<file path="src/logic/tpg_pkg.sv">
//------------------------------------------------------------------------------
// Purpose: constants and types for the timing pulse output gate
//------------------------------------------------------------------------------
// Assumes: 50 MHz core clock, register port with one-cycle read latency
// Notes:   staging word offsets mirror the binary command record with header 0
//
// What this block does
// - enable code 0 keeps the pulse output off, no pulses generated.
// - code 1 enables always and is default; code 2 waits for steered time status.
// - code 3 waits for steered status, then for the next whole-minute boundary.
// - polarity 0 gives negative pulses, 1 positive; negative is default.
// - pulses repeat at a programmable period from 0.05 s up to about 20 s.
// - defaults are enabled, negative, 1.0 s period, 1000 us width, zero limit.
// - width is in microseconds; the configuring party keeps it within half the period.
// - limit of 0..2147483647 ns gates output on clock offset magnitude.
// - a zero limit turns the clock-offset gating off completely.
// - basic and extended commands write one shared set of settings.
// - record fields sit at H, H+4, H+8, H+16 and H+20 after the header.
// - the leading edge is the reference; negative idles high, positive idles low.
//------------------------------------------------------------------------------
package tpg_pkg;

	//--------------------------------------------------------------------------
	// register map
	//--------------------------------------------------------------------------
	localparam int ADDR_W = 8;
	localparam logic [7:0] REG_STAGE_ENABLE = 8'h00;
	localparam logic [7:0] REG_STAGE_POLARITY = 8'h04;
	localparam logic [7:0] REG_STAGE_PERIOD = 8'h08;
	localparam logic [7:0] REG_STAGE_WIDTH = 8'h10;
	localparam logic [7:0] REG_STAGE_LIMIT = 8'h14;
	localparam logic [7:0] REG_COMMIT = 8'h18;
	localparam logic [7:0] REG_ACT_ENABLE = 8'h20;
	localparam logic [7:0] REG_ACT_POLARITY = 8'h24;
	localparam logic [7:0] REG_ACT_PERIOD = 8'h28;
	localparam logic [7:0] REG_ACT_WIDTH = 8'h2c;
	localparam logic [7:0] REG_ACT_LIMIT = 8'h30;
	localparam logic [7:0] REG_STATUS = 8'h34;

	// commit word layout: bit 0 selects extended, bits 3:1 count given fields
	localparam int COMMIT_EXT_BIT = 0;
	localparam int COMMIT_CNT_LSB = 1;
	localparam int COMMIT_CNT_W = 3;
	localparam logic [2:0] FIELDS_BASIC = 3'h4;
	localparam logic [2:0] FIELDS_EXT = 3'h5;

	// status word bit positions
	localparam int ST_GATE_BIT = 0;
	localparam int ST_OFFSET_OK_BIT = 1;
	localparam int ST_STATE_LSB = 2;
	localparam int ST_REJECT_BIT = 4;
	localparam int ST_PULSE_BIT = 5;

	//--------------------------------------------------------------------------
	// codes and settings
	//--------------------------------------------------------------------------
	typedef enum logic [1:0] {
		EN_OFF = 2'h0,
		EN_ON = 2'h1,
		EN_AFTER_LOCK = 2'h2,
		EN_AFTER_LOCK_MINUTE_ALIGNED = 2'h3
	} tpg_enable_e;

	localparam logic POL_NEGATIVE = 1'b0;
	localparam logic POL_POSITIVE = 1'b1;

	typedef struct packed {
		tpg_enable_e enable;
		logic polarity;
		logic [31:0] period_us;
		logic [31:0] width_us;
		logic [31:0] limit_ns;
	} tpg_cfg_s;

	localparam logic [31:0] DEF_PERIOD_US = 32'h000f4240; // 1.0 s
	localparam logic [31:0] DEF_WIDTH_US = 32'h000003e8; // 1000 us
	localparam logic [31:0] DEF_LIMIT_NS = 32'h00000000;
	localparam logic [31:0] MIN_PERIOD_US = 32'h0000c350; // 0.05 s
	localparam logic [31:0] MAX_PERIOD_US = 32'h01312d00; // 20 s
	localparam tpg_cfg_s CFG_DEFAULT = '{EN_ON, POL_NEGATIVE, DEF_PERIOD_US,
		DEF_WIDTH_US, DEF_LIMIT_NS};

	//--------------------------------------------------------------------------
	// timing
	//--------------------------------------------------------------------------
	localparam int CLK_PERIOD_NS = 20;
	localparam int MICROSECOND_NS = 1000;
	localparam int CYCLES_PER_US = MICROSECOND_NS / CLK_PERIOD_NS;

endpackage

</file>
<file path="src/logic/tpg_pulse_gate.sv">
//------------------------------------------------------------------------------
// Purpose: periodic timing pulse generator with enable and clock offset gating
//------------------------------------------------------------------------------
// Assumes: time status, minute boundary and offset inputs synchronous to core_clk
// Notes:   period is held as whole microseconds rather than a floating value
//------------------------------------------------------------------------------
//
// Local design decisions: the address map and strobed register access.
`timescale 1ns/1ns

module tpg_pulse_gate (
	// clock and reset
	input wire logic core_clk,
	input wire logic reset,
	// register port
	input wire logic [tpg_pkg::ADDR_W-1:0] reg_addr,
	input wire logic [31:0] reg_wdata,
	input wire logic reg_write,
	input wire logic reg_read,
	output logic [31:0] reg_rdata,
	// receiver time base
	input wire logic steered_time_status,
	input wire logic minute_boundary,
	input wire logic signed [31:0] clock_offset_ns,
	// pulse pin and status
	output logic pulse_out,
	output logic pulse_gate_open,
	output logic cmd_reject
);

	//--------------------------------------------------------------------------
	// declarations
	//--------------------------------------------------------------------------
	typedef enum logic [1:0] {
		G_IDLE = 2'b00,
		G_WAIT_LOCK = 2'b01,
		G_WAIT_MINUTE = 2'b11,
		G_RUN = 2'b10
	} tpg_gate_e;

	localparam logic [5:0] US_LAST = 6'(tpg_pkg::CYCLES_PER_US - 1);

	tpg_pkg::tpg_cfg_s cfg;
	tpg_pkg::tpg_cfg_s stage;
	tpg_pkg::tpg_cfg_s next_cfg;
	tpg_gate_e state;
	tpg_gate_e next_state;
	logic [31:0] stage_enable_raw;
	logic [31:0] stage_pol_raw;
	logic commit_req;
	logic commit_ext;
	logic [2:0] commit_cnt;
	logic commit_bad;
	logic cfg_load;
	logic enable_changed;
	logic [31:0] offset_mag;
	logic offset_ok;
	logic next_gate;
	logic gate_start;
	logic [5:0] us_div;
	logic us_tick;
	logic [31:0] period_cnt;
	logic pulse_active;
	logic idle_level;

	// true when the command carried field number idx (1-based)
	function automatic logic field_given(input logic [2:0] cnt, input logic [2:0] idx);
		field_given = (cnt >= idx);
	endfunction

	//--------------------------------------------------------------------------
	// staging registers, written field by field before a commit
	//--------------------------------------------------------------------------
	always_ff @(posedge core_clk) begin
		if (reset) begin
			stage_enable_raw <= 32'(tpg_pkg::CFG_DEFAULT.enable);
			stage_pol_raw <= 32'(tpg_pkg::CFG_DEFAULT.polarity);
			stage.enable <= tpg_pkg::CFG_DEFAULT.enable;
			stage.polarity <= tpg_pkg::CFG_DEFAULT.polarity;
			stage.period_us <= tpg_pkg::DEF_PERIOD_US;
			stage.width_us <= tpg_pkg::DEF_WIDTH_US;
			stage.limit_ns <= tpg_pkg::DEF_LIMIT_NS;
		end else if (reg_write) begin
			unique case (reg_addr)
				// decoded copies sit beside the raw words, which feed the range checks
				tpg_pkg::REG_STAGE_ENABLE: begin
					stage_enable_raw <= reg_wdata;
					stage.enable <= tpg_pkg::tpg_enable_e'(reg_wdata[1:0]);
				end
				tpg_pkg::REG_STAGE_POLARITY: begin
					stage_pol_raw <= reg_wdata;
					stage.polarity <= reg_wdata[0];
				end
				tpg_pkg::REG_STAGE_PERIOD: stage.period_us <= reg_wdata;
				tpg_pkg::REG_STAGE_WIDTH: stage.width_us <= reg_wdata;
				tpg_pkg::REG_STAGE_LIMIT: stage.limit_ns <= reg_wdata;
				default: ;
			endcase
		end
	end

	//--------------------------------------------------------------------------
	// command commit: merge given fields, default the trailing ones
	//--------------------------------------------------------------------------
	assign commit_req = reg_write && (reg_addr == tpg_pkg::REG_COMMIT);
	assign commit_ext = reg_wdata[tpg_pkg::COMMIT_EXT_BIT];
	assign commit_cnt = reg_wdata[tpg_pkg::COMMIT_CNT_LSB +: tpg_pkg::COMMIT_CNT_W];

	// one shared settings image for both command kinds
	always_comb begin
		next_cfg = cfg;
		next_cfg.enable = field_given(commit_cnt, 3'h1) ? stage.enable
			: tpg_pkg::CFG_DEFAULT.enable;
		next_cfg.polarity = field_given(commit_cnt, 3'h2) ? stage.polarity
			: tpg_pkg::CFG_DEFAULT.polarity;
		next_cfg.period_us = field_given(commit_cnt, 3'h3) ? stage.period_us
			: tpg_pkg::DEF_PERIOD_US;
		next_cfg.width_us = field_given(commit_cnt, 3'h4) ? stage.width_us
			: tpg_pkg::DEF_WIDTH_US;
		if (commit_ext) begin
			next_cfg.limit_ns = field_given(commit_cnt, 3'h5) ? stage.limit_ns
				: tpg_pkg::DEF_LIMIT_NS;
		end
	end

	// reject malformed commands whole; nothing is half applied
	always_comb begin
		commit_bad = 1'b0;
		if (commit_cnt > (commit_ext ? tpg_pkg::FIELDS_EXT : tpg_pkg::FIELDS_BASIC))
			commit_bad = 1'b1;
		if (field_given(commit_cnt, 3'h1) && (stage_enable_raw[31:2] != 30'h0))
			commit_bad = 1'b1;
		if (field_given(commit_cnt, 3'h2) && (stage_pol_raw[31:1] != 31'h0))
			commit_bad = 1'b1;
		if (field_given(commit_cnt, 3'h3) && ((stage.period_us < tpg_pkg::MIN_PERIOD_US)
			|| (stage.period_us > tpg_pkg::MAX_PERIOD_US)))
			commit_bad = 1'b1;
		if (field_given(commit_cnt, 3'h4) && (stage.width_us == 32'h0))
			commit_bad = 1'b1;
		if (commit_ext && field_given(commit_cnt, 3'h5) && stage.limit_ns[31])
			commit_bad = 1'b1;
	end

	assign cfg_load = commit_req && !commit_bad;
	assign enable_changed = cfg_load && (next_cfg.enable != cfg.enable);

	// active settings start at the factory image
	always_ff @(posedge core_clk) begin
		if (reset) begin
			cfg <= tpg_pkg::CFG_DEFAULT;
		end else if (cfg_load) begin
			cfg <= next_cfg;
		end
	end

	// sticky reject flag; a new reject wins over a clear in the same cycle
	always_ff @(posedge core_clk) begin
		if (reset) begin
			cmd_reject <= 1'b0;
		end else if (commit_req && commit_bad) begin
			cmd_reject <= 1'b1;
		end else if (reg_write && (reg_addr == tpg_pkg::REG_STATUS)
			&& reg_wdata[tpg_pkg::ST_REJECT_BIT]) begin
			cmd_reject <= 1'b0;
		end
	end

	//--------------------------------------------------------------------------
	// enable selector state machine
	//--------------------------------------------------------------------------
	always_comb begin
		next_state = state;
		unique case (state)
			G_IDLE: begin
				if (cfg.enable == tpg_pkg::EN_ON)
					next_state = G_RUN;
				else if (cfg.enable != tpg_pkg::EN_OFF)
					next_state = G_WAIT_LOCK;
			end
			G_WAIT_LOCK: begin
				if (steered_time_status)
					next_state = (cfg.enable == tpg_pkg::EN_AFTER_LOCK_MINUTE_ALIGNED)
						? G_WAIT_MINUTE : G_RUN;
			end
			G_WAIT_MINUTE: begin
				if (minute_boundary)
					next_state = G_RUN;
			end
			G_RUN: ;
		endcase
		// a new selector code re-arms the wait from scratch
		if (enable_changed || (cfg.enable == tpg_pkg::EN_OFF))
			next_state = G_IDLE;
	end

	always_ff @(posedge core_clk) begin
		if (reset) begin
			state <= G_IDLE;
		end else begin
			state <= next_state;
		end
	end

	//--------------------------------------------------------------------------
	// clock offset bound
	//--------------------------------------------------------------------------
	// magnitude of the most negative offset still fits 32 unsigned bits
	assign offset_mag = clock_offset_ns[31] ? 32'(-clock_offset_ns) : clock_offset_ns;

	always_ff @(posedge core_clk) begin
		if (reset) begin
			offset_ok <= 1'b1;
		end else begin
			offset_ok <= (cfg.limit_ns == 32'h0) || (offset_mag <= cfg.limit_ns);
		end
	end

	//--------------------------------------------------------------------------
	// gate and pulse timing
	//--------------------------------------------------------------------------
	assign next_gate = (state == G_RUN) && offset_ok;
	assign gate_start = next_gate && !pulse_gate_open;

	always_ff @(posedge core_clk) begin
		if (reset) begin
			pulse_gate_open <= 1'b0;
		end else begin
			pulse_gate_open <= next_gate;
		end
	end

	// microsecond enable; restarts with the gate so the first edge lands at once
	always_ff @(posedge core_clk) begin
		if (reset || gate_start) begin
			us_div <= 6'h0;
		end else begin
			us_div <= (us_div == US_LAST) ? 6'h0 : 6'(us_div + 6'h1);
		end
	end

	assign us_tick = (us_div == US_LAST);

	// period counter in microseconds; phase zero is the leading edge
	always_ff @(posedge core_clk) begin
		if (reset || gate_start) begin
			period_cnt <= 32'h0;
		end else if (us_tick) begin
			if (period_cnt >= 32'(cfg.period_us - 32'h1))
				period_cnt <= 32'h0;
			else
				period_cnt <= 32'(period_cnt + 32'h1);
		end
	end

	// width past half the period is the writer's concern; a width at or
	// above the period simply yields a constant active level
	assign pulse_active = pulse_gate_open && (period_cnt < cfg.width_us);
	assign idle_level = (cfg.polarity == tpg_pkg::POL_NEGATIVE);

	// gated off means resting at idle, never mid-pulse
	always_ff @(posedge core_clk) begin
		if (reset) begin
			pulse_out <= 1'b1;
		end else begin
			pulse_out <= pulse_active ? !idle_level : idle_level;
		end
	end

	//--------------------------------------------------------------------------
	// register read port, data one cycle after the strobe
	//--------------------------------------------------------------------------
	always_ff @(posedge core_clk) begin
		if (reset) begin
			reg_rdata <= 32'h0;
		end else if (reg_read) begin
			unique case (reg_addr)
				tpg_pkg::REG_STAGE_ENABLE: reg_rdata <= stage_enable_raw;
				tpg_pkg::REG_STAGE_POLARITY: reg_rdata <= stage_pol_raw;
				tpg_pkg::REG_STAGE_PERIOD: reg_rdata <= stage.period_us;
				tpg_pkg::REG_STAGE_WIDTH: reg_rdata <= stage.width_us;
				tpg_pkg::REG_STAGE_LIMIT: reg_rdata <= stage.limit_ns;
				tpg_pkg::REG_ACT_ENABLE: reg_rdata <= {30'h0, cfg.enable};
				tpg_pkg::REG_ACT_POLARITY: reg_rdata <= {31'h0, cfg.polarity};
				tpg_pkg::REG_ACT_PERIOD: reg_rdata <= cfg.period_us;
				tpg_pkg::REG_ACT_WIDTH: reg_rdata <= cfg.width_us;
				tpg_pkg::REG_ACT_LIMIT: reg_rdata <= cfg.limit_ns;
				tpg_pkg::REG_STATUS: begin
					reg_rdata <= 32'h0;
					reg_rdata[tpg_pkg::ST_GATE_BIT] <= pulse_gate_open;
					reg_rdata[tpg_pkg::ST_OFFSET_OK_BIT] <= offset_ok;
					reg_rdata[tpg_pkg::ST_STATE_LSB +: 2] <= state;
					reg_rdata[tpg_pkg::ST_REJECT_BIT] <= cmd_reject;
					reg_rdata[tpg_pkg::ST_PULSE_BIT] <= pulse_out;
				end
				default: reg_rdata <= 32'h0;
			endcase
		end else begin
			reg_rdata <= 32'h0;
		end
	end

	//--------------------------------------------------------------------------
	// assertions
	//--------------------------------------------------------------------------
	a_off_stays_idle: assert property (@(posedge core_clk) disable iff (reset)
		(cfg.enable == tpg_pkg::EN_OFF && !cfg_load)[*4] |-> (pulse_out == idle_level))
		else $error("pulse pin left idle while selector is off");

	a_lock_wait_holds: assert property (@(posedge core_clk) disable iff (reset)
		(state == G_WAIT_LOCK && !steered_time_status) |=> (state != G_RUN))
		else $error("gate opened before steered time status");

	a_minute_wait_holds: assert property (@(posedge core_clk) disable iff (reset)
		(state == G_WAIT_MINUTE && !minute_boundary && !cfg_load
		&& cfg.enable == tpg_pkg::EN_AFTER_LOCK_MINUTE_ALIGNED) |=> (state == G_WAIT_MINUTE))
		else $error("minute-aligned wait left without a boundary");

	a_gate_closed_idle: assert property (@(posedge core_clk) disable iff (reset)
		!pulse_gate_open |=> (pulse_out == $past(idle_level)))
		else $error("pulse pin active while gate closed");

	a_reset_defaults: assert property (@(posedge core_clk)
		$past(reset) && !reset |-> (cfg == tpg_pkg::CFG_DEFAULT && pulse_out == 1'b1))
		else $error("settings differ from factory image after reset");

	a_limit_blocks: assert property (@(posedge core_clk) disable iff (reset)
		(cfg.limit_ns != 32'h0 && offset_mag > cfg.limit_ns) |=> ##1 !pulse_gate_open)
		else $error("gate open with offset beyond limit");

	a_limit_zero_free: assert property (@(posedge core_clk) disable iff (reset)
		(cfg.limit_ns == 32'h0) |=> offset_ok)
		else $error("zero limit still gated output");

	a_leading_edge: assert property (@(posedge core_clk) disable iff (reset)
		($rose(pulse_gate_open) && cfg.width_us != 32'h0 && !$past(cfg_load))
		|=> (pulse_out == !$past(idle_level)))
		else $error("first pulse edge missing at gate opening");

	a_shared_field: assert property (@(posedge core_clk) disable iff (reset)
		(cfg_load && !commit_ext && commit_cnt >= 3'h2) |=> (cfg.polarity == $past(stage.polarity)))
		else $error("basic command did not update shared polarity");

	a_trailing_default: assert property (@(posedge core_clk) disable iff (reset)
		(cfg_load && commit_cnt <= 3'h2) |=> (cfg.width_us == tpg_pkg::DEF_WIDTH_US
		&& cfg.period_us == tpg_pkg::DEF_PERIOD_US))
		else $error("omitted trailing field kept an old value");

	a_reject_keeps: assert property (@(posedge core_clk) disable iff (reset)
		(commit_req && commit_bad) |=> ($stable(cfg) && cmd_reject))
		else $error("rejected command changed settings");

endmodule

</file>
<file path="config.mk">
export PLATFORM = sky130hd
export DESIGN_NAME = tpg_pulse_gate
export DESIGN_NICKNAME = d
export VERILOG_FILES = /design/src/logic/tpg_pkg.sv /design/src/logic/tpg_pulse_gate.sv
export SDC_FILE = /design/constraint.sdc
export NUM_CORES = 1
export LEC_CHECK = 0
export BUFFER_PORTS_ARGS = -buffer_cell sky130_fd_sc_hd__buf_2
export CORE_MARGIN = 2
export CORE_UTILIZATION = 57
export DETAILED_ROUTE_END_ITERATION = 6
export GPL_TIMING_DRIVEN = 0
export PLACE_DENSITY = 0.76
export SYNTH_ARGS = -nofsm -noshare
export SYNTH_HDL_FRONTEND = slang
export SYNTH_SLANG_ARGS = --single-unit
</file>
<file path="constraint.sdc">
create_clock -name core_clk -period 6.7 [get_ports core_clk]
set_input_delay 0.67 -clock core_clk [delete_from_list [all_inputs] [get_ports core_clk]]
set_output_delay 0.67 -clock core_clk [all_outputs]
set_load 0.02 [all_outputs]
</file>
==> results.toml <==
[outcome]
status = "completed"

[place]
dp_hpwl_um = 50500
gp_congestion = 0.999
port_buffers = 108
dpl_worst_slack_ns = 2.14

[critical_path]
cp.required_ns = 7.08
startpoint = "cfg[66]$_SDFFE_PP0P_"
path_max_fanout = 10
end_kind = "register"
cp_cell_sequence = "or4_1 -> nor3_1 -> nand2_1 -> nor2_1 -> nand2_1 -> nor3_1 -> xnor2_1 -> ha_1 -> a21o_1 -> a21o_1 -> a21oi_1 -> o221ai_1 -> o21ai_0 -> nor2_1 -> clkbuf_1 -> nor2_1"
path_class = "register to register"
critPathArrivalTime_ns = 4.94
rr_worst_depth = 16
startpoint_type = "register"
timing.critical_path.to = "period_cnt[11]$_SDFFE_PP0P_"
cp_slowest_stage_delay_ns = 0.59
path_common_cell = "nor2_1"
cp_slowest_cell = "or4_1"
r2r_end = "period_cnt[11]$_SDFFE_PP0P_"
r2r_setup_slack_ns = 2.14
timing.rr.start = "cfg[66]$_SDFFE_PP0P_"

[detailed_routing]
detail_route.iter0.violations = 2063
totalWireLength_um = 65000
vias_per_cell = 6.44
wl_per_cell_um = 24.5
via_count = 17100
drc = 0
ant_nets = 0
drt_first_pass_iters = 6

[synthesis]
synth_cells = 2091
syn-num-nets = 2270
netlist_top_cells_area = "dfxtp_1 (39%), nand2_1 (8.0%), ha_1 (7.4%), a21oi_1 (6.3%), xnor2_1 (3.8%)"
synth_warnings = 0
synth_top_area_share_pct = 39.4
synth_edf_count = 0
synth_top_cell_by_area = "dfxtp_1"
synth_area_per_cell_um2 = 8.14
synth_cell_types = 65
ys_ff_latch = 335
async_reset_ff_share_pct = 0
syn-cell-area_um2 = 17000
ys.flop_type = "dfxtp_1"
seq_area_frac_synth_pct = 39.4

[timing]
finalSetupViolations = 0
timing.final.crit_share_pct = 68.1
timing.hold.ws_ns = 0.459
clock.fmax_mhz = 219
hold_viol_final = 0
tightest_slew_ns = 1.04
setup_ws_ns = 2.14
finalMaxSlewViolations = 0
rsz0062_at_grt = "false"
skew_ns = 0.0177
slew_headroom_pct = 30.9
period_minus_slack_ns = 4.56
final.setup.tns_ns = 0

[layout]
final_util_pct = 65.4
mostFrequentLayoutCell = "nand2_1"
layout_common_cells = "nand2_1 (363), dfxtp_1 (335), a21oi_1 (215)"
drive_gt1_share_pct = 8.35
fin_nets = 2417
syn2layout_area_growth_pct = 13.7

[power_and_ir_drop]
netSwitchingFraction_pct = 22.7
p_int_mw = 3.42
seqPwrFrac_pct = 45.2
total_power_mw = 4.43
switching_power_mw = 1.01
power_density_nw_per_um2 = 229
comb_power_share_pct = 5.2
p_leak_nw = 6.99
ir_worst_vdd_v = 0.000189
pwr-share-clk_pct = 49.7

[clocking]
clockBufferDepth = 3
cts_tree = "yes"
cts-root-buf = "clkbuf_16"
numCtsBuffers = 37
clk_pin_slew_ns = 0.07
post-cts-setup-buffers = 0
cts_sinks = 335
cts.repair.resized = 0
ctsHoldBuffers = 0
clk_latency_ns = 0.53
h-tree-depth = 2

[die]
io_pins = 113
core_um2 = 29600
die_h_um = 177
design.die.area_um2 = 31300
start_util_pct = 57.6
die_w_um = 177
rows = 63

[min_path]
hp-class = "input port to register"

[grt]
grt_pass1_wl_um = 96100
grt.overflow.total = 0
grt_util_all_layers_pct = 40.9
antenna_found_initial = 3
grt_pass1_vias = 16200
grt_max_degree = 15

[flow_run]
drv_cap = 0
==> Yosys cell counts (13+ instances only) <==
master / n
a21o_1: 22
a21oi_1: 215
a221oi_1: 31
a22o_1: 62
a22oi_1: 60
a31oi_1: 35
buf_2: 13
clkbuf_1: 113
dfxtp_1: 335
ha_1: 101
inv_1: 81
nand2_1: 363
nand2b_1: 54
nand3_1: 67
nand3b_1: 16
nand4_1: 34
nor2_1: 130
nor3_1: 28
nor3b_1: 17
nor4_1: 48
o21ai_0: 29
o21bai_1: 15
xnor2_1: 74
xor2_1: 20
==> power by group through the flow <==
stage / clock (mW) / sequential (mW) / combinational, mW
4_1_cts: 2.19 / 2.00 / 0.222
3_5_place_dp: 0 / 2.04 / 0.222
3_3_place_gp: 0 / 2.04 / 0.216
5_1_grt: 2.27 / 2.00 / 0.245
6_report: 2.20 / 2.00 / 0.229
2_1_floorplan: 0 / 2.04 / 0.119
==> routing by layer <==
layer  routed length [µm]  global-route usage (%)  up-vias
met4                 3790                    20.7        2
met3                 7240                    10.0      223
met5                   17                       0        -
met1                25600                    52.2     8078
met2                28400                    64.5     1027
li1                     -                       -     7769
==> flip-flops by register name (all words and copies together), names as in the netlist <==
name	count
pulse_gate_open	1
stage_pol_raw	32
period_cnt	32
cfg	99
us_div	6
offset_ok	1
reg_rdata	32
stage_enable_raw	31
state	2
stage	97
cmd_reject	1
pulse_out	1
==> per-stage QoR <==
| stage | cells | cell area [µm²] |
|---|---|---|
| after floorplan | 2091 | 17000 |
| after global placement | 2589 | 18000 |
| after detailed placement | 2589 | 18000 |
| after CTS | 2653 | 19300 |
| after global routing | 2653 | 19300 |
| final | 2654 | 19300 |
==> final cells by class <==
cell class                      count  area [µm²]
Sequential cell                   335        6710
Timing Repair Buffer              108         541
Clock buffer                       48        1030
Multi-Input combinational cell   1546        9510
Buffer                            128         497
Fill cell                        2520       10200
Inverter                           82         308
Tap cell                          390         488
Antenna cell                        1        2.50
Clock inverter                     16         267
==> critical path: cells and delay by family (launching register included) <==
kind / cells / cell delay, ns
buf+inv: 1 / 0.43
xor+xnor: 1 / 0.18
fa+ha+maj: 1 / 0.19
simple gates: 8 / 2.47
compound gates: 5 / 0.77
flops: 1 / 0.39
==> how the worst min path moves through the flow <==
| stage | from | endpoint | slack [ns] | cells after the start |
|---|---|---|---|---|
| 2_1_floorplan | us_div[0]$_SDFF_PP0_ | us_div[0]$_SDFF_PP0_ | 0.43 | 1 |
| 3_5_place_dp | us_div[0]$_SDFF_PP0_ | us_div[0]$_SDFF_PP0_ | 0.46 | 1 |
| 4_1_cts | reg_wdata[14] | stage_pol_raw[14]$_SDFFE_PP0P_ | 0.45 | 3 |
| 5_1_grt | reg_wdata[26] | stage[58]$_SDFFE_PP0P_ | 0.46 | 3 |
| 3_3_place_gp | us_div[0]$_SDFF_PP0_ | us_div[0]$_SDFF_PP0_ | 0.45 | 1 |
| 6_report | reg_wdata[14] | stage_pol_raw[14]$_SDFFE_PP0P_ | 0.46 | 3 |
==> kinds of logic (layout without fill, tap and decap cells) <==
| logic type | after synthesis | count (layout) | share of synthesized area [%] |
|---|---|---|---|
| AOI/OAI and AO/OA | 532 | 532 | 20.8 |
| xor gates and xnor gates | 94 | 94 | 4.84 |
| adders and majority gates | 101 | 101 | 7.42 |
| buffers and inverters | 210 | 382 | 4.73 |
| DFF | 335 | 335 | 39.4 |
| muxes | 4 | 4 | 0.243 |
| other | 0 | 1 | 0 |
| and+or+nand+nor | 815 | 815 | 22.6 |
Note: power is estimated with default switching activity, not from simulation.
